$ cat src/mcs_consts.vh
// constants for the miscellaneous control and auxiliary converter bank
// assumes 16-bit serial frames and a 40 MHz device clock
`ifndef MCS_CONSTS_VH
`define MCS_CONSTS_VH

// byte addresses carried in bits 14:8 of a frame
`define MCS_ADDR_DAC_LO 7'h30
`define MCS_ADDR_DAC_HI 7'h31
`define MCS_ADDR_CTRL_LO 7'h34
`define MCS_ADDR_CTRL_HI 7'h35
`define MCS_ADDR_CMD_LO 7'h3E

// frame layout
`define MCS_FRAME_WR_BIT 15
`define MCS_FRAME_LAST 5'h0F
`define MCS_FRAME_FULL 5'h10

// reset values
`define MCS_CTRL_RESET 16'h0006
`define MCS_DAC_RESET 16'h0000

// writable bits per byte
`define MCS_CTRL_MASK_LO 8'hC7
`define MCS_CTRL_MASK_HI 8'h0F
`define MCS_CTRL_TRIG_HI 8'h0C
`define MCS_DAC_MASK_HI 8'h0F

// misc_control fields
`define MCS_BIT_LINE_SEL 0
`define MCS_BIT_DRDY_POL 1
`define MCS_BIT_DRDY_EN 2
`define MCS_BIT_ORIGIN_ALIGN 6
`define MCS_BIT_BIAS_COMP 7
`define MCS_BIT_STIM_POS 8
`define MCS_BIT_STIM_NEG 9
`define MCS_BIT_SELF_TEST 10
`define MCS_BIT_MEM_TEST 11

// global_command low byte field
`define MCS_BIT_CMD_DAC_LATCH 2

// converter code width
`define MCS_DAC_MSB 11

// external sample clock condition
`define MCS_SMPL_EXT 8'h00

// timing
`define MCS_CLK_MHZ 40
`define MCS_DRDY_MIN_US 100
`define MCS_DRDY_MAX_US 200

`endif

$ cat src/mcs_misc_control.v
// miscellaneous control register, data-ready pulse, test triggers and
// double-buffered auxiliary converter code, reached over the serial port
// assumes a mode 3 serial master; sclk, cs and din are asynchronous pins
//
// Notes on behaviour
// - External sample clock only when line 3 is input and sample period zero.
// - After reset data-ready drives line 1, active high, control at default.
// - Every data-ready pulse lasts between 100 and 200 microseconds.
// - Control bit 2 enables data-ready pulses; cleared means the line is released once any pulse ends.
// - Control bit 1 picks polarity: one active high, zero active low.
// - Control bit 0 picks line: one is line 2, zero is line 1.
// - Bit 11 starts flash checksum, self-clears, result goes to flag 6.
// - Bit 10 runs automatic self-test, posts per-sensor flags and self-clears on the same clock.
// - Bits 9 and 8 apply negative and positive stimulus while set.
// - Bit 7 enables gyroscope linear acceleration bias compensation.
// - Bit 6 enables accelerometer origin alignment.
// - Converter holding register keeps 12-bit offset-binary code, upper bits unused.
// - Holding register copies to converter input only on latch command.
// - Converter holding register resets to zero.
// - Command trigger bit starts operation and returns to zero when done.
`timescale 1ns/100ps
`default_nettype none
`include "mcs_consts.vh"

module mcs_misc_control (
  // clock and reset
  input wire clock,
  input wire srst,
  // serial port pins
  input wire spiCsN,
  input wire spiSclk,
  input wire spiDin,
  output reg spiDout_ff,
  output wire spiDoutOe,
  // sampling context
  input wire sampleTick,
  input wire gpioLine3Output,
  input wire [7:0] samplePeriod,
  output wire extClockEnable,
  // data-ready lines
  output wire ioLine1Out,
  output wire ioLine1Oe,
  output wire ioLine2Out,
  output wire ioLine2Oe,
  // automatic self-test
  output wire selfTestRun,
  input wire selfTestDone,
  input wire [5:0] selfTestFail,
  output reg [5:0] diagSensorFail_ff,
  output reg diagSensorStrobe_ff,
  // flash checksum test
  output wire memTestRun,
  input wire memTestDone,
  input wire memTestFail,
  output reg diagChecksumFail_ff,
  output reg diagChecksumStrobe_ff,
  // sensor controls
  output wire stimNegative,
  output wire stimPositive,
  output wire accelBiasCompEnable,
  output wire originAlignEnable,
  // converter input register
  output reg [11:0] converterInput_ff
);

  localparam integer DRDY_CYCLES_FULL = `MCS_DRDY_MIN_US * `MCS_CLK_MHZ;
  localparam [11:0] DRDY_CYCLES = DRDY_CYCLES_FULL[11:0];

  // pin synchronisers: index 0 sclk, 1 cs, 2 din
  wire [2:0] pinIn;
  reg [2:0] pinFilt_ff;
  wire [2:0] pinStable;
  wire [2:0] pinNow;

  assign pinIn = {spiDin, spiCsN, spiSclk};

  genvar gi;
  generate
    for (gi = 0; gi < 3; gi = gi + 1) begin : gSync
      reg [2:0] sync_ff;
      always @(posedge clock) begin
        if (srst) begin
          sync_ff <= 3'h7;
        end else begin
          sync_ff <= {sync_ff[1:0], pinIn[gi]};
        end
      end
      // a change counts once the second and third stages agree
      assign pinStable[gi] = (sync_ff[1] == sync_ff[2]);
      assign pinNow[gi] = sync_ff[2];
    end
  endgenerate

  always @(posedge clock) begin
    if (srst) begin
      pinFilt_ff <= 3'h7;
    end else begin
      pinFilt_ff <= (pinStable & pinNow) | (~pinStable & pinFilt_ff);
    end
  end

  wire sclkRise = pinStable[0] & pinNow[0] & ~pinFilt_ff[0];
  wire sclkFall = pinStable[0] & ~pinNow[0] & pinFilt_ff[0];
  wire csFall = pinStable[1] & ~pinNow[1] & pinFilt_ff[1];
  wire csActive = ~pinFilt_ff[1];

  // frame receive and transmit
  reg [15:0] rxShift_ff;
  reg [15:0] txShift_ff;
  reg [4:0] bitCnt_ff;
  reg [15:0] readWord_ff;

  wire bitTake = sclkRise & csActive & (bitCnt_ff != `MCS_FRAME_FULL);
  wire frameDone = bitTake & (bitCnt_ff == `MCS_FRAME_LAST);
  // filtered data level, long settled by the time sclk rises
  wire [15:0] rxWord = {rxShift_ff[14:0], pinFilt_ff[2]};
  wire frameWrite = frameDone & rxWord[`MCS_FRAME_WR_BIT];
  wire [6:0] frameAddr = rxWord[14:8];
  wire [7:0] frameData = rxWord[7:0];

  wire wrCtrlLo = frameWrite & (frameAddr == `MCS_ADDR_CTRL_LO);
  wire wrCtrlHi = frameWrite & (frameAddr == `MCS_ADDR_CTRL_HI);
  wire wrDacLo = frameWrite & (frameAddr == `MCS_ADDR_DAC_LO);
  wire wrDacHi = frameWrite & (frameAddr == `MCS_ADDR_DAC_HI);
  wire dacLatch = frameWrite & (frameAddr == `MCS_ADDR_CMD_LO)
    & frameData[`MCS_BIT_CMD_DAC_LATCH];

  assign spiDoutOe = csActive;

  always @(posedge clock) begin
    if (srst) begin
      rxShift_ff <= 16'h0000;
      txShift_ff <= 16'h0000;
      bitCnt_ff <= 5'h00;
      spiDout_ff <= 1'b0;
    end else begin
      if (csFall) begin
        bitCnt_ff <= 5'h00;
        txShift_ff <= readWord_ff;
      end else begin
        if (bitTake) begin
          rxShift_ff <= rxWord;
          bitCnt_ff <= bitCnt_ff + 5'h01;
        end
        // mode 3: next bit goes out on each falling edge
        if (sclkFall & csActive) begin
          spiDout_ff <= txShift_ff[15];
          txShift_ff <= {txShift_ff[14:0], 1'b0};
        end
      end
    end
  end

  // control register
  reg [15:0] ctrl_ff;
  reg [15:0] nxt_ctrl;

  always @* begin
    nxt_ctrl = ctrl_ff;
    if (selfTestDone) begin
      nxt_ctrl[`MCS_BIT_SELF_TEST] = 1'b0;
    end
    if (memTestDone) begin
      nxt_ctrl[`MCS_BIT_MEM_TEST] = 1'b0;
    end
    if (wrCtrlLo) begin
      nxt_ctrl[7:0] = frameData & `MCS_CTRL_MASK_LO;
    end
    if (wrCtrlHi) begin
      // a running test is not aborted by writing zero; a new one wins over done
      nxt_ctrl[15:8] = (frameData & `MCS_CTRL_MASK_HI)
        | (nxt_ctrl[15:8] & `MCS_CTRL_TRIG_HI);
    end
  end

  always @(posedge clock) begin
    if (srst) begin
      ctrl_ff <= `MCS_CTRL_RESET;
    end else begin
      ctrl_ff <= nxt_ctrl;
    end
  end

  assign selfTestRun = ctrl_ff[`MCS_BIT_SELF_TEST];
  assign memTestRun = ctrl_ff[`MCS_BIT_MEM_TEST];
  assign stimNegative = ctrl_ff[`MCS_BIT_STIM_NEG];
  assign stimPositive = ctrl_ff[`MCS_BIT_STIM_POS];
  assign accelBiasCompEnable = ctrl_ff[`MCS_BIT_BIAS_COMP];
  assign originAlignEnable = ctrl_ff[`MCS_BIT_ORIGIN_ALIGN];

  // test results forwarded to the diagnostic flags
  always @(posedge clock) begin
    if (srst) begin
      diagSensorFail_ff <= 6'h00;
      diagSensorStrobe_ff <= 1'b0;
      diagChecksumFail_ff <= 1'b0;
      diagChecksumStrobe_ff <= 1'b0;
    end else begin
      diagSensorStrobe_ff <= selfTestDone & ctrl_ff[`MCS_BIT_SELF_TEST];
      diagChecksumStrobe_ff <= memTestDone & ctrl_ff[`MCS_BIT_MEM_TEST];
      if (selfTestDone & ctrl_ff[`MCS_BIT_SELF_TEST]) begin
        diagSensorFail_ff <= selfTestFail;
      end
      if (memTestDone & ctrl_ff[`MCS_BIT_MEM_TEST]) begin
        diagChecksumFail_ff <= memTestFail;
      end
    end
  end

  // converter holding and input registers
  reg [15:0] dacHold_ff;

  always @(posedge clock) begin
    if (srst) begin
      dacHold_ff <= `MCS_DAC_RESET;
      converterInput_ff <= 12'h000;
    end else begin
      if (wrDacLo) begin
        dacHold_ff[7:0] <= frameData;
      end
      if (wrDacHi) begin
        dacHold_ff[15:8] <= frameData & `MCS_DAC_MASK_HI;
      end
      // latch bit is not stored, so it reads back zero once done
      if (dacLatch) begin
        converterInput_ff <= dacHold_ff[`MCS_DAC_MSB:0];
      end
    end
  end

  // read data returned in the next frame
  always @(posedge clock) begin
    if (srst) begin
      readWord_ff <= 16'h0000;
    end else if (frameDone & ~rxWord[`MCS_FRAME_WR_BIT]) begin
      case ({frameAddr[6:1], 1'b0})
        `MCS_ADDR_CTRL_LO: begin
          readWord_ff <= ctrl_ff;
        end
        `MCS_ADDR_DAC_LO: begin
          readWord_ff <= dacHold_ff;
        end
        default: begin
          readWord_ff <= 16'h0000;
        end
      endcase
    end
  end

  // data-ready pulse generator
  reg [11:0] drdyCnt_ff;
  wire drdyActive = (drdyCnt_ff != 12'h000);
  wire drdyEnable = ctrl_ff[`MCS_BIT_DRDY_EN];

  always @(posedge clock) begin
    if (srst) begin
      drdyCnt_ff <= 12'h000;
    end else if (drdyActive) begin
      drdyCnt_ff <= drdyCnt_ff - 12'h001;
    end else if (sampleTick & drdyEnable) begin
      drdyCnt_ff <= DRDY_CYCLES;
    end
  end

  // a pulse in flight finishes even if the enable drops, keeping its width
  wire drdyDrive = drdyEnable | drdyActive;
  wire drdyLevel = ctrl_ff[`MCS_BIT_DRDY_POL] ? drdyActive : ~drdyActive;
  wire drdyLine2 = ctrl_ff[`MCS_BIT_LINE_SEL];

  assign ioLine1Out = drdyLevel;
  assign ioLine1Oe = drdyDrive & ~drdyLine2;
  assign ioLine2Out = drdyLevel;
  assign ioLine2Oe = drdyDrive & drdyLine2;

  // external sample clock condition
  assign extClockEnable = ~gpioLine3Output & (samplePeriod == `MCS_SMPL_EXT);

endmodule
`default_nettype wire

$ cat config.mk
export PLATFORM = sky130hd
export DESIGN_NAME = mcs_misc_control
export DESIGN_NICKNAME = d
export VERILOG_FILES = /design/src/mcs_misc_control.v
export VERILOG_INCLUDE_DIRS = /design/src /design/src/src
export SDC_FILE = /design/constraint.sdc
export NUM_CORES = 1
export LEC_CHECK = 0
export ABC_AREA = 1
export BUFFER_PORTS_ARGS = -buffer_cell sky130_fd_sc_hd__buf_2
export CORE_ASPECT_RATIO = 1.1
export CORE_MARGIN = 4
export CORE_UTILIZATION = 60
export CTS_CLUSTER_DIAMETER = 30
export DETAILED_ROUTE_END_ITERATION = 8
export PLACE_DENSITY = 0.9
export SYNTH_ARGS = -nofsm -noshare
export SYNTH_HDL_FRONTEND = slang
export SYNTH_SLANG_ARGS = --single-unit
$ cat constraint.sdc
create_clock -name clock -period 2.4 [get_ports clock]
set_clock_uncertainty 0.05 [all_clocks]
set_input_delay 0 -clock clock [delete_from_list [all_inputs] [get_ports clock]]
set_output_delay 0 -clock clock [all_outputs]
set_load 0.005 [all_outputs]
==> impl_metrics.yaml, run 1 <==
outcome:
  status: "complete, no violations"
yosys:
  synth-seq-cells: 115
  synth_top_cell_by_area: "sky130_fd_sc_hd__dfxtp_1"
  post_synth_net_total: 711
  postSynthAreaPerCell_um2: 7.30
  yosysWarningCount: 0
  synth_sequential_area_ratio_pct: 46.5
  netlist.area_leader.share_pct: 46.5
  synth_cells: 679
  async_reset_ff_share_pct: 0
  synth_common_cells: "sky130_fd_sc_hd__nand2_1, sky130_fd_sc_hd__nor2_1, sky130_fd_sc_hd__dfxtp_1"
  cell_types_occupying_the_most_area_after_synthesis: "sky130_fd_sc_hd__dfxtp_1, sky130_fd_sc_hd__nand2_1, sky130_fd_sc_hd__nor2_1"
  synth_enable_flop_cells: 0
  post_syn_area_um2: 4960
  synthMostInstantiatedCell: "sky130_fd_sc_hd__nand2_1"
  synth.lib_cells_used.distinct: 35
  synth_flop_cell: "sky130_fd_sc_hd__dfxtp_1"
worst_setup_path:
  worst_path_largest_cell_delay_ns: 0.57
  cp-start-kind: "register"
  worst_path_dominant_cell_family: "buffers and inverters"
  reg2regPathDepth: 10
  timing.critical_path.required_ns: 2.76
  path_depth: 10
  crit_path_max_fanout: 4
  cpMaxStageDelayCell: "sky130_fd_sc_hd__dlygate4sd3_1"
  cp_cell_sequence: "ha_1 -> inv_1 -> nor2_1 -> ha_1 -> inv_1 -> nor2_2 -> nand3_1 -> nand2_1 -> a21oi_1 -> dlygate4sd3_1"
  cp-end-kind: "register"
  worst_ep_arrival_time_ns: 2.57
  critical_path_class: "register to register"
  worstPathBufferInverterCount: 3
clock_tree:
  clkSinkCount: 115
  clock_insertion_delay_worst_skew_ns: 0.52
  cts_tree: "built"
  clock_tree.buffer_depth: 2
  clock-root-buffer: "sky130_fd_sc_hd__clkbuf_8"
  numCtsBuffers: 17
  cts_max_level: 4
  clk_pin_slew_worst_paths_ns: 0.06
layout:
  antenna_cells: 0
  area_delta_synth_final_pct: 22.8
  finish.net_count: 786
  multi_input_logic_area_um2: 2270
  register_area_um2: 2300
  fill_cells: 559
  layout-drive-gt1-share_pct: 17.9
place:
  placement.setup.worst_slack_ns: 0.346
  io_buffers: 57
  place_hpwl_um: 7970
  place.gp.congestion: 0.887
grt:
  grt_pass1_vias: 4600
  grt_use_total_pct: 26.6
  grt_antenna_before_repair: 0
  grt.overflow.total: 0
  grt_max_degree: 44
  grt_first_pass_wirelength_um: 20400
power_and_ir_drop:
  leakage_nw: 2.64
  powerDensity_nw_per_um2: 925
  net-switching-power_mw: 1.63
  pwr-share-clk_pct: 46.0
  switching_share_pct: 28.9
  power.combinational.fraction_pct: 16.6
  p_int_mw: 4.00
  peakVddDrop_v: 0.000884
  p_seq_share_pct: 37.3
timing:
  rsz_0062_raised_after_global_routing: "false"
  final-hold-violation-count: 0
  timing.slew.headroom_pct: 53.1
  timing_max_transition_violations_final: 0
  timing.final.ws_setup_ns: 0.182
  setup_viol: 0
  period_share_pct: 92.4
  totalNegativeSetupSlack_ns: 0
  final_period_demand_of_the_worst_path_ns: 2.22
  achievable-frequency_mhz: 451
  worstMarginPinSlew_ns: 0.703
route:
  drt_iter0_drc: 490
  detail_route.wl_per_cell_um: 14.5
  route.detailed.vias_per_inst: 5.51
  vias: 4824
  drtAntennaViolNets: 0
  drc: 0
  detailedRoute.firstPassIterationCount: 6
  totalWireLength_um: 12700
die:
  start_util_pct: 62.0
  core_region_area_um2: 8000
  die_area_um2: 9780
  rows: 34
  die_height_um: 103
  dieWidth_um: 94.7
  floorplan.io_pins: 58
worst_hold_path:
  hp-class: "input pin to register"
  worstHoldPathCells: 3
flow_run:
  timing.max_cap.violations: 0
==> repair_timing <==
action                                  4_1_cts  5_1_grt
hold buffers                                 18        0
hold endpoints to repair                     34        0
endpoints found under the setup margin        0        1
buffers inserted                              0        1
resized for setup                             0        0
==> registers in the layout, summed over array words and instances (netlist names), named ones only <==
signal	flops
txShift_ff	16
rxShift_ff	15
converterInput_ff	12
dacHold_ff	12
drdyCnt_ff	12
readWord_ff	12
ctrl_ff	9
gSync.sync_ff	9
diagSensorFail_ff	6
bitCnt_ff	5
diagChecksumFail_ff	1
diagChecksumStrobe_ff	1
diagSensorStrobe_ff	1
spiDout_ff	1
==> worst reg2reg max path, delay by kind of cell (launching register included) <==
kind / cells / cell delay [ns]
buffers and inverters: 3 / 0.69
AO/OA/AOI/OAI: 1 / 0.07
AND/OR/NAND/NOR: 4 / 0.50
adder cells (fa/ha/maj): 2 / 0.42
flip-flops: 1 / 0.38
==> metrics by stage <==
step	instances	power (mW)	area [µm²]	util (%)	hold slack (ns)
2_1_floorplan	679	2.82	4960	-	-0.0158
3_3_place_gp	823	2.96	5270	65.9	0.134
3_5_place_dp	823	3.02	5270	65.9	0.135
4_1_cts	873	5.63	6070	75.9	0.137
5_1_grt	875	5.88	6090	76.1	0.171
6_report	875	5.63	6090	76.1	0.149
==> power by group through the flow <==
stage                     clock network, mW  logic, mW  registers, mW
after global placement                    0      0.826           2.13
after global routing                   2.69       1.08           2.11
after CTS                              2.60      0.928           2.10
after detailed placement                  0      0.880           2.14
final                                  2.59      0.936           2.10
after floorplan                           0      0.709           2.11
==> worst paths after layout <==
| kind | startpoint | end | slack (ns) |
|---|---|---|---|
| setup / recovery | bitCnt_ff[0]$_SDFFE_PP0N_ | ctrl_ff[10]$_SDFF_PP0_ | 0.18 |
| hold / removal | spiDin | gSync[2].sync_ff[0]$_SDFF_PP1_ | 0.15 |
| setup reg to reg | bitCnt_ff[0]$_SDFFE_PP0N_ | ctrl_ff[10]$_SDFF_PP0_ | 0.18 |
| hold reg to reg | gSync[0].sync_ff[0]$_SDFF_PP1_ | gSync[0].sync_ff[1]$_SDFF_PP1_ | 0.36 |
==> layout make-up <==
type	count	area share, %
Timing Repair Buffer	82	8.51
Sequential cell	115	37.8
Multi-Input combinational cell	472	37.3
Tap cell	108	2.22
Clock inverter	13	2.86
Clock buffer	19	7.26
Inverter	66	4.07
==> per-layer routing <==
| layer | track usage, % | routed length [µm] | vias to the layer above |
|---|---|---|---|
| li1 | - | - | 2315 |
| met1 | 28.6 | 4930 | 2221 |
| met2 | 46.5 | 6310 | 224 |
| met3 | 6.80 | 804 | 64 |
| met4 | 17.2 | 673 | 0 |
| met5 | 0 | 0 | - |
==> layout by cell type, fill, tap and decap left out, types with 2 or more instances in the layout <==
cell type and count:
sky130_fd_sc_hd__a21oi_1 41, sky130_fd_sc_hd__a22oi_1 6, sky130_fd_sc_hd__a31oi_1 5, sky130_fd_sc_hd__buf_2 57
sky130_fd_sc_hd__buf_4 7, sky130_fd_sc_hd__bufinv_16 3, sky130_fd_sc_hd__clkbuf_16 16, sky130_fd_sc_hd__clkbuf_8 3
sky130_fd_sc_hd__clkinv_4 4, sky130_fd_sc_hd__clkinvlp_4 3, sky130_fd_sc_hd__dfxtp_1 115, sky130_fd_sc_hd__dlygate4sd3_1 18
sky130_fd_sc_hd__ha_1 8, sky130_fd_sc_hd__inv_1 63, sky130_fd_sc_hd__inv_2 3, sky130_fd_sc_hd__inv_6 3
sky130_fd_sc_hd__nand2_1 131, sky130_fd_sc_hd__nand2_2 3, sky130_fd_sc_hd__nand3_1 46, sky130_fd_sc_hd__nand3b_1 3
sky130_fd_sc_hd__nand4_1 3, sky130_fd_sc_hd__nor2_1 124, sky130_fd_sc_hd__nor2_2 18, sky130_fd_sc_hd__nor2_4 4
sky130_fd_sc_hd__nor3_1 6, sky130_fd_sc_hd__o21ai_0 49, sky130_fd_sc_hd__o21ai_1 3, sky130_fd_sc_hd__o21bai_1 2
sky130_fd_sc_hd__or2_2 8, sky130_fd_sc_hd__xnor2_1 2, sky130_fd_sc_hd__xor2_1 2
==> kinds of logic (layout without fill, tap and decap cells) <==
kind of cell	count (synthesis)	after routing	synth area share (%)
adders and majority gates	8	8	2.02
and+or+nand+nor	352	353	31.4
DFF	115	115	46.5
buffers and inverters	93	180	8.03
xor gates and xnor gates	4	4	0.707
AOI/OAI and AO/OA	107	107	11.4
(Power assumes the default switching activity.)
==> inputs of run 2 (changes only) <==
- ABC_AREA: 1 -> unset
==> run 2 against run 1 <==
Critical path depth is 4 lower. Cell count down 18%. Sequential cell count stayed put. Die area fell by 6.3%. Clock-buffer cell count increased by 4. Highest routed layer unchanged. First-iteration DRC count down 34%. Largest cell class unchanged. Core utilization increased by 1.5 points. Combinational power is 22% lower. Via count is 12% lower. Largest power group unchanged.
==> impl_metrics.yaml, run 2 <==
outcome:
  status: "complete, no violations"
yosys:
  yosysWarningCount: 0
  synth_cells: 525
  synth_flop_cell: "sky130_fd_sc_hd__dfxtp_1"
  synth_sequential_area_ratio_pct: 49.9
  synthMostInstantiatedCell: "sky130_fd_sc_hd__nand2_1"
  synth.lib_cells_used.distinct: 42
  async_reset_ff_share_pct: 0
  synth-seq-cells: 115
  post_syn_area_um2: 4620
  netlist.area_leader.share_pct: 49.9
  cell_types_occupying_the_most_area_after_synthesis: "sky130_fd_sc_hd__dfxtp_1, sky130_fd_sc_hd__nand2_1, sky130_fd_sc_hd__mux2i_1"
  synth_top_cell_by_area: "sky130_fd_sc_hd__dfxtp_1"
  synth_enable_flop_cells: 0
  postSynthAreaPerCell_um2: 8.79
  post_synth_net_total: 557
  synth_common_cells: "sky130_fd_sc_hd__nand2_1, sky130_fd_sc_hd__dfxtp_1, sky130_fd_sc_hd__a21oi_1"
flow_run:
  timing.max_cap.violations: 0
timing:
  achievable-frequency_mhz: 438
  timing.slew.headroom_pct: 48.5
  final-hold-violation-count: 0
  setup_viol: 0
  final_period_demand_of_the_worst_path_ns: 2.28
  timing_max_transition_violations_final: 0
  worstMarginPinSlew_ns: 0.772
  totalNegativeSetupSlack_ns: 0
  worst_hold_slack_ns: 0.150
  period_share_pct: 95.1
worst_setup_path:
  cp-end-kind: "register"
  cp-start-kind: "register"
  crit_path_max_fanout: 9
  critical_path_class: "register to register"
  worst_ep_arrival_time_ns: 2.66
  timing.critical_path.required_ns: 2.78
route:
  drt_iter0_drc: 321
  vias: 4227
  detailedRoute.firstPassIterationCount: 5
  drtAntennaViolNets: 0
  totalWireLength_um: 12100
  drc: 0
  detail_route.wl_per_cell_um: 16.8
  route.detailed.vias_per_inst: 5.86
clock_tree:
  clock_insertion_delay_worst_skew_ns: 0.51
  clk_pin_slew_worst_paths_ns: 0.05
  numCtsBuffers: 17
  clock_tree.buffer_depth: 2
  cts_tree: "built"
  clock-root-buffer: "sky130_fd_sc_hd__clkbuf_8"
  cts_max_level: 4
  clkSinkCount: 115
  post_cts_setup_buffer_count: 0
grt:
  grt_max_degree: 79
  grt.overflow.total: 0
  grt_antenna_before_repair: 0
  grt_use_total_pct: 27.2
  grt_pass1_vias: 4223
  grt_first_pass_wirelength_um: 19800
layout:
  area_delta_synth_final_pct: 25.6
  layout_common_cells: "sky130_fd_sc_hd__nand2_1, sky130_fd_sc_hd__dfxtp_1, sky130_fd_sc_hd__buf_2"
  top_register: "txShift_ff"
  biggestRegsByFlops: "txShift_ff (16), rxShift_ff (15)"
  largest_reg_flops: 16
  mostFrequentLayoutCell: "sky130_fd_sc_hd__nand2_1"
  layout-drive-gt1-share_pct: 20.1
  antenna_cells: 0
  fill_cells: 451
  finish.net_count: 635
power_and_ir_drop:
  powerDensity_nw_per_um2: 905
  peakVddDrop_v: 0.000794
  power_total_mw: 5.25
  leakage_nw: 2.29
place:
  io_buffers: 57
  place.gp.congestion: 0.932
  place_hpwl_um: 7190
die:
  floorplan.io_pins: 58
  die_area_um2: 9160
  rows: 33
  core_region_area_um2: 7470
  start_util_pct: 61.8
  die_height_um: 100
  dieWidth_um: 91.6
worst_hold_path:
  hp-class: "input pin to register"
==> run 2: cell count changes after synthesis, sizes merged, moves of 14 or more <==
| cell | change |
|---|---|
| nor2 | -124 |
| inv | -53 |
| o21ai | -51 |
| mux2i | +31 |
| nand3 | -19 |
| clkbuf | +17 |
| a21oi | +14 |
| buf | -14 |
==> run 2: logic make-up after synthesis <==
group           count (synthesis)  share of synthesized area, %
flops                         115                          49.9
mux                            41                          9.16
fa+ha+maj                       8                          2.17
compound gates                 88                          11.5
buf+inv                        44                          3.74
simple gates                  224                          22.6
xor+xnor                        5                         0.949
==> run 2: timing repair <==
action | 4_1_cts | 5_1_grt
hold buffers | 20 | 0
gates cloned | 0 | 0
setup endpoints to repair | 4 | 4
endpoints found under the hold margin | 21 | 0
resized for setup | 1 | 2
==> run 2: area by class of cell <==
type / instances / area [µm²] / share of cell area [%]
sequential: 115 / 2300 / 39.7
clock buffer: 23 / 477 / 8.22
tap: 105 / 131 / 2.27
timing repair buffer: 89 / 576 / 9.92
clock inverter: 9 / 103 / 1.77
multi-input combinational: 366 / 2160 / 37.2
inverter: 14 / 52.6 / 0.906
==> run 2: report_power, final <==
group          switching, mW  internal, mW
sequential             0.101          1.99
clock                  0.851          1.58
combinational          0.413         0.318
==> run 2: path summary, 6_finish.rpt <==
check | slack (ns) | cells after the start | startpoint | endpoint
min | 0.15 | 3 | spiCsN | gSync[1].sync_ff[0]$_SDFF_PP1_
max | 0.12 | 6 | gSync[0].sync_ff[1]$_SDFF_PP1_ | converterInput_ff[4]$_SDFFE_PP0P_
max reg2reg | 0.12 | 6 | gSync[0].sync_ff[1]$_SDFF_PP1_ | converterInput_ff[4]$_SDFFE_PP0P_
min reg2reg | 0.36 | 1 | gSync[1].sync_ff[0]$_SDFF_PP1_ | gSync[1].sync_ff[1]$_SDFF_PP1_
==> run 2: through the flow <==
step           cell area [µm²]  setup WS (ns)  std cells  util (%)
4_1_cts                   5790         0.0202        721      77.4
3_5_place_dp              5000          0.193        669      67.0
5_1_grt                   5800        -0.0798        721      77.6
2_1_floorplan             4620          0.290        525         -
3_3_place_gp              5000          0.260        669      67.0
6_report                  5800          0.117        721      77.6
==> run 2: critical path: stages (launching register included) <==
cell and delay, ns:
sky130_fd_sc_hd__dfxtp_1 0.34, sky130_fd_sc_hd__ha_1 0.16, sky130_fd_sc_hd__or3b_4 0.41, sky130_fd_sc_hd__or4_4 0.54, sky130_fd_sc_hd__nor3_1 0.21, sky130_fd_sc_hd__buf_4 0.25, sky130_fd_sc_hd__mux2i_1 0.24
==> run 2: layer usage <==
metal / vias to the layer above / global-route usage [%] / share of wire (%) / wire length, µm
li1: 1982 / - / - / -
met1: 2007 / 29.6 / 39 / 4730
met2: 210 / 49.2 / 52 / 6250
met3: 28 / 6.30 / 6.6 / 798
met4: 0 / 13.7 / 2.5 / 303
met5: - / 0 / 0 / 0
==> inputs of run 3 (changes only) <==
- CORE_MARGIN: 4 -> 2
- CTS_BUF_LIST: unset -> sky130_fd_sc_hd__clkbuf_2 sky130_fd_sc_hd__clkbuf_4 sky130_fd_sc_hd__clkbuf_8
- CTS_CLUSTER_DIAMETER: 30 -> 120
==> run 3 against run 2 <==
Total power decreased by 15%. Global-route usage decreased by 0.35 points. Sequential power about the same. Sequential cell count unchanged. Critical endpoint is now converterInput_ff[2]$_SDFFE_PP0P_. Largest power group is now registers.
==> impl_metrics.yaml, run 3 (same netlist as run 2, synthesis figures left out) <==
clock_tree:
  cts_tree: "built"
  clock_tree.buffer_depth: 2
  cts_max_level: 4
  clk_pin_slew_worst_paths_ns: 0.06
  clkSinkCount: 115
  numCtsBuffers: 17
  clock-root-buffer: "sky130_fd_sc_hd__clkbuf_8"
  clock_insertion_delay_worst_skew_ns: 0.43
worst_setup_path:
  cp-end-kind: "register"
  reg2regPathDepth: 8
  worst_path_dominant_cell_family: "simple AND/OR/NAND/NOR gates"
  worst_path_largest_cell_delay_ns: 0.43
  crit_path_max_fanout: 9
  cp-start-kind: "register"
  timing.critical_path.required_ns: 2.70
  cp_cell_sequence: "ha_1 -> and3_1 -> ha_1 -> nand2_1 -> or4_4 -> nor3_1 -> buf_4 -> mux2i_1"
  reg2reg_to: "converterInput_ff[2]$_SDFFE_PP0P_"
  worst_ep_arrival_time_ns: 2.57
  critical_path.startpoint: "bitCnt_ff[1]$_SDFFE_PP0N_"
  critical_path_class: "register to register"
  cpMaxStageDelayCell: "sky130_fd_sc_hd__or4_4"
  launching_point_of_the_worst_reg2reg_path: "bitCnt_ff[1]$_SDFFE_PP0N_"
  ff2ff_setup_slack_ns: 0.13
  path_depth: 8
  crit_top_cell: "sky130_fd_sc_hd__ha_1"
  worstPathBufferInverterCount: 1
  crit_path_end: "converterInput_ff[2]$_SDFFE_PP0P_"
timing:
  totalNegativeSetupSlack_ns: 0
  timing.slew.headroom_pct: 48.2
  worstMarginPinSlew_ns: 0.777
  final-hold-violation-count: 0
  rsz_0062_raised_after_global_routing: "false"
  final_period_demand_of_the_worst_path_ns: 2.27
  worst_hold_slack_ns: 0.0830
  setup_viol: 0
  period_share_pct: 94.5
  timing.final.ws_setup_ns: 0.131
  timing_max_transition_violations_final: 0
  achievable-frequency_mhz: 441
power_and_ir_drop:
  p_int_mw: 3.27
  net-switching-power_mw: 1.21
  leakage_nw: 2.20
  peakVddDrop_v: 0.000534
  p_seq_share_pct: 46.5
  powerDensity_nw_per_um2: 805
  pwr-share-clk_pct: 37.6
  switching_share_pct: 27.0
  power.combinational.fraction_pct: 15.9
layout:
  area_delta_synth_final_pct: 20.6
  layout_common_cells: "sky130_fd_sc_hd__nand2_1, sky130_fd_sc_hd__dfxtp_1, sky130_fd_sc_hd__buf_2"
  finalNonFillerCells: 715
  mostFrequentLayoutCell: "sky130_fd_sc_hd__nand2_1"
  top_register: "txShift_ff"
  antenna_cells: 0
  layout-drive-gt1-share_pct: 20.0
  finish.net_count: 632
  biggestRegsByFlops: "txShift_ff (16), rxShift_ff (15)"
  largest_reg_flops: 16
grt:
  grt_pass1_vias: 3863
  grt_antenna_before_repair: 0
  grt.overflow.total: 0
  grt_max_degree: 79
  grt_first_pass_wirelength_um: 17300
  grt_use_total_pct: 26.8
route:
  vias: 4121
  drt_iter0_drc: 267
  route.detailed.vias_per_inst: 5.76
  detailedRoute.firstPassIterationCount: 6
  drc: 0
  drtAntennaViolNets: 0
  detail_route.wl_per_cell_um: 15.2
  totalWireLength_um: 10900
die:
  dieWidth_um: 87.6
  floorplan.io_pins: 58
  die_height_um: 96
  start_util_pct: 61.8
  core_region_area_um2: 7470
  rows: 33
  die_area_um2: 8410
outcome:
  status: "complete, no violations"
place:
  place_inst: 666
  place_hpwl_um: 6960
  placement.setup.worst_slack_ns: 0.177
  io_buffers: 57
  place.gp.congestion: 0.895
worst_hold_path:
  hp-class: "input pin to register"
flow_run:
  timing.max_cap.violations: 0
-- run 3: cell types whose count changed in the layout (fill, tap and decap cells not counted), sizes merged --
cell / change
dlygate4sd3: -1
clkinvlp: -3
clkbuf: +1
buf: -2
bufinv: -1
-- run 3: final cells by class --
cell class | instances | area [µm²]
clock buffer | 24 | 324
multi-input combinational | 366 | 2150
timing repair buffer | 86 | 551
inverter | 14 | 52.6
fill | 500 | 1910
clock inverter | 5 | 50.0
tap | 105 | 131
sequential | 115 | 2300
-- run 3: power groups by stage --
| stage | clock [mW] | combinational (mW) | sequential (mW) |
|---|---|---|---|
| finish | 1.68 | 0.711 | 2.09 |
| global route | 1.77 | 0.787 | 2.09 |
| CTS | 1.70 | 0.682 | 2.08 |
| detailed placement | 0 | 0.650 | 2.11 |
| global placement | 0 | 0.624 | 2.11 |
| floorplan | 0 | 0.524 | 2.09 |
-- run 3: how the worst min path moves through the flow --
stage / startpoint / endpoint / slack (ns) / cells after the start
floorplan: samplePeriod[3] / extClockEnable / -0.02 / 1
global placement: spiSclk / gSync[0].sync_ff[0]$_SDFF_PP1_ / 0.13 / 2
detailed placement: spiSclk / gSync[0].sync_ff[0]$_SDFF_PP1_ / 0.14 / 2
CTS: srst / gSync[0].sync_ff[2]$_SDFF_PP1_ / 0.07 / 4
global route: srst / gSync[0].sync_ff[2]$_SDFF_PP1_ / 0.12 / 4
finish: srst / gSync[0].sync_ff[2]$_SDFF_PP1_ / 0.08 / 4
-- run 3: per-stage QoR --
stage / power [mW] / instance area [µm²] / util (%)
6_report: 4.48 / 5570 / 74.5
5_1_grt: 4.65 / 5570 / 74.5
4_1_cts: 4.46 / 5550 / 74.3
3_5_place_dp: 2.76 / 4980 / 66.6
3_3_place_gp: 2.73 / 4980 / 66.6
2_1_floorplan: 2.61 / 4620 / -
-- run 3: what timing repair did --
action,4_1_cts,5_1_grt
hold endpoints to repair,15,0
gates resized for setup,1,3
setup buffers,0,1
hold buffers,19,0
endpoints found under the setup margin,4,7
-- run 3: metal layers --
metal | global-route usage [%] | routed length, µm | up-vias
li1 | - | - | 1970
met1 | 29.3 | 4310 | 1968
met2 | 47.5 | 5620 | 152
met3 | 7.80 | 647 | 31
met4 | 12.6 | 285 | 0
met5 | 0 | 0 | -
-- run 3: worst min-delay path, cell delays in order --
cell and delay (ns):
sky130_fd_sc_hd__buf_2 0.09, sky130_fd_sc_hd__clkinv_1 0.06, sky130_fd_sc_hd__buf_4 0.26, sky130_fd_sc_hd__nand2_1 0.12
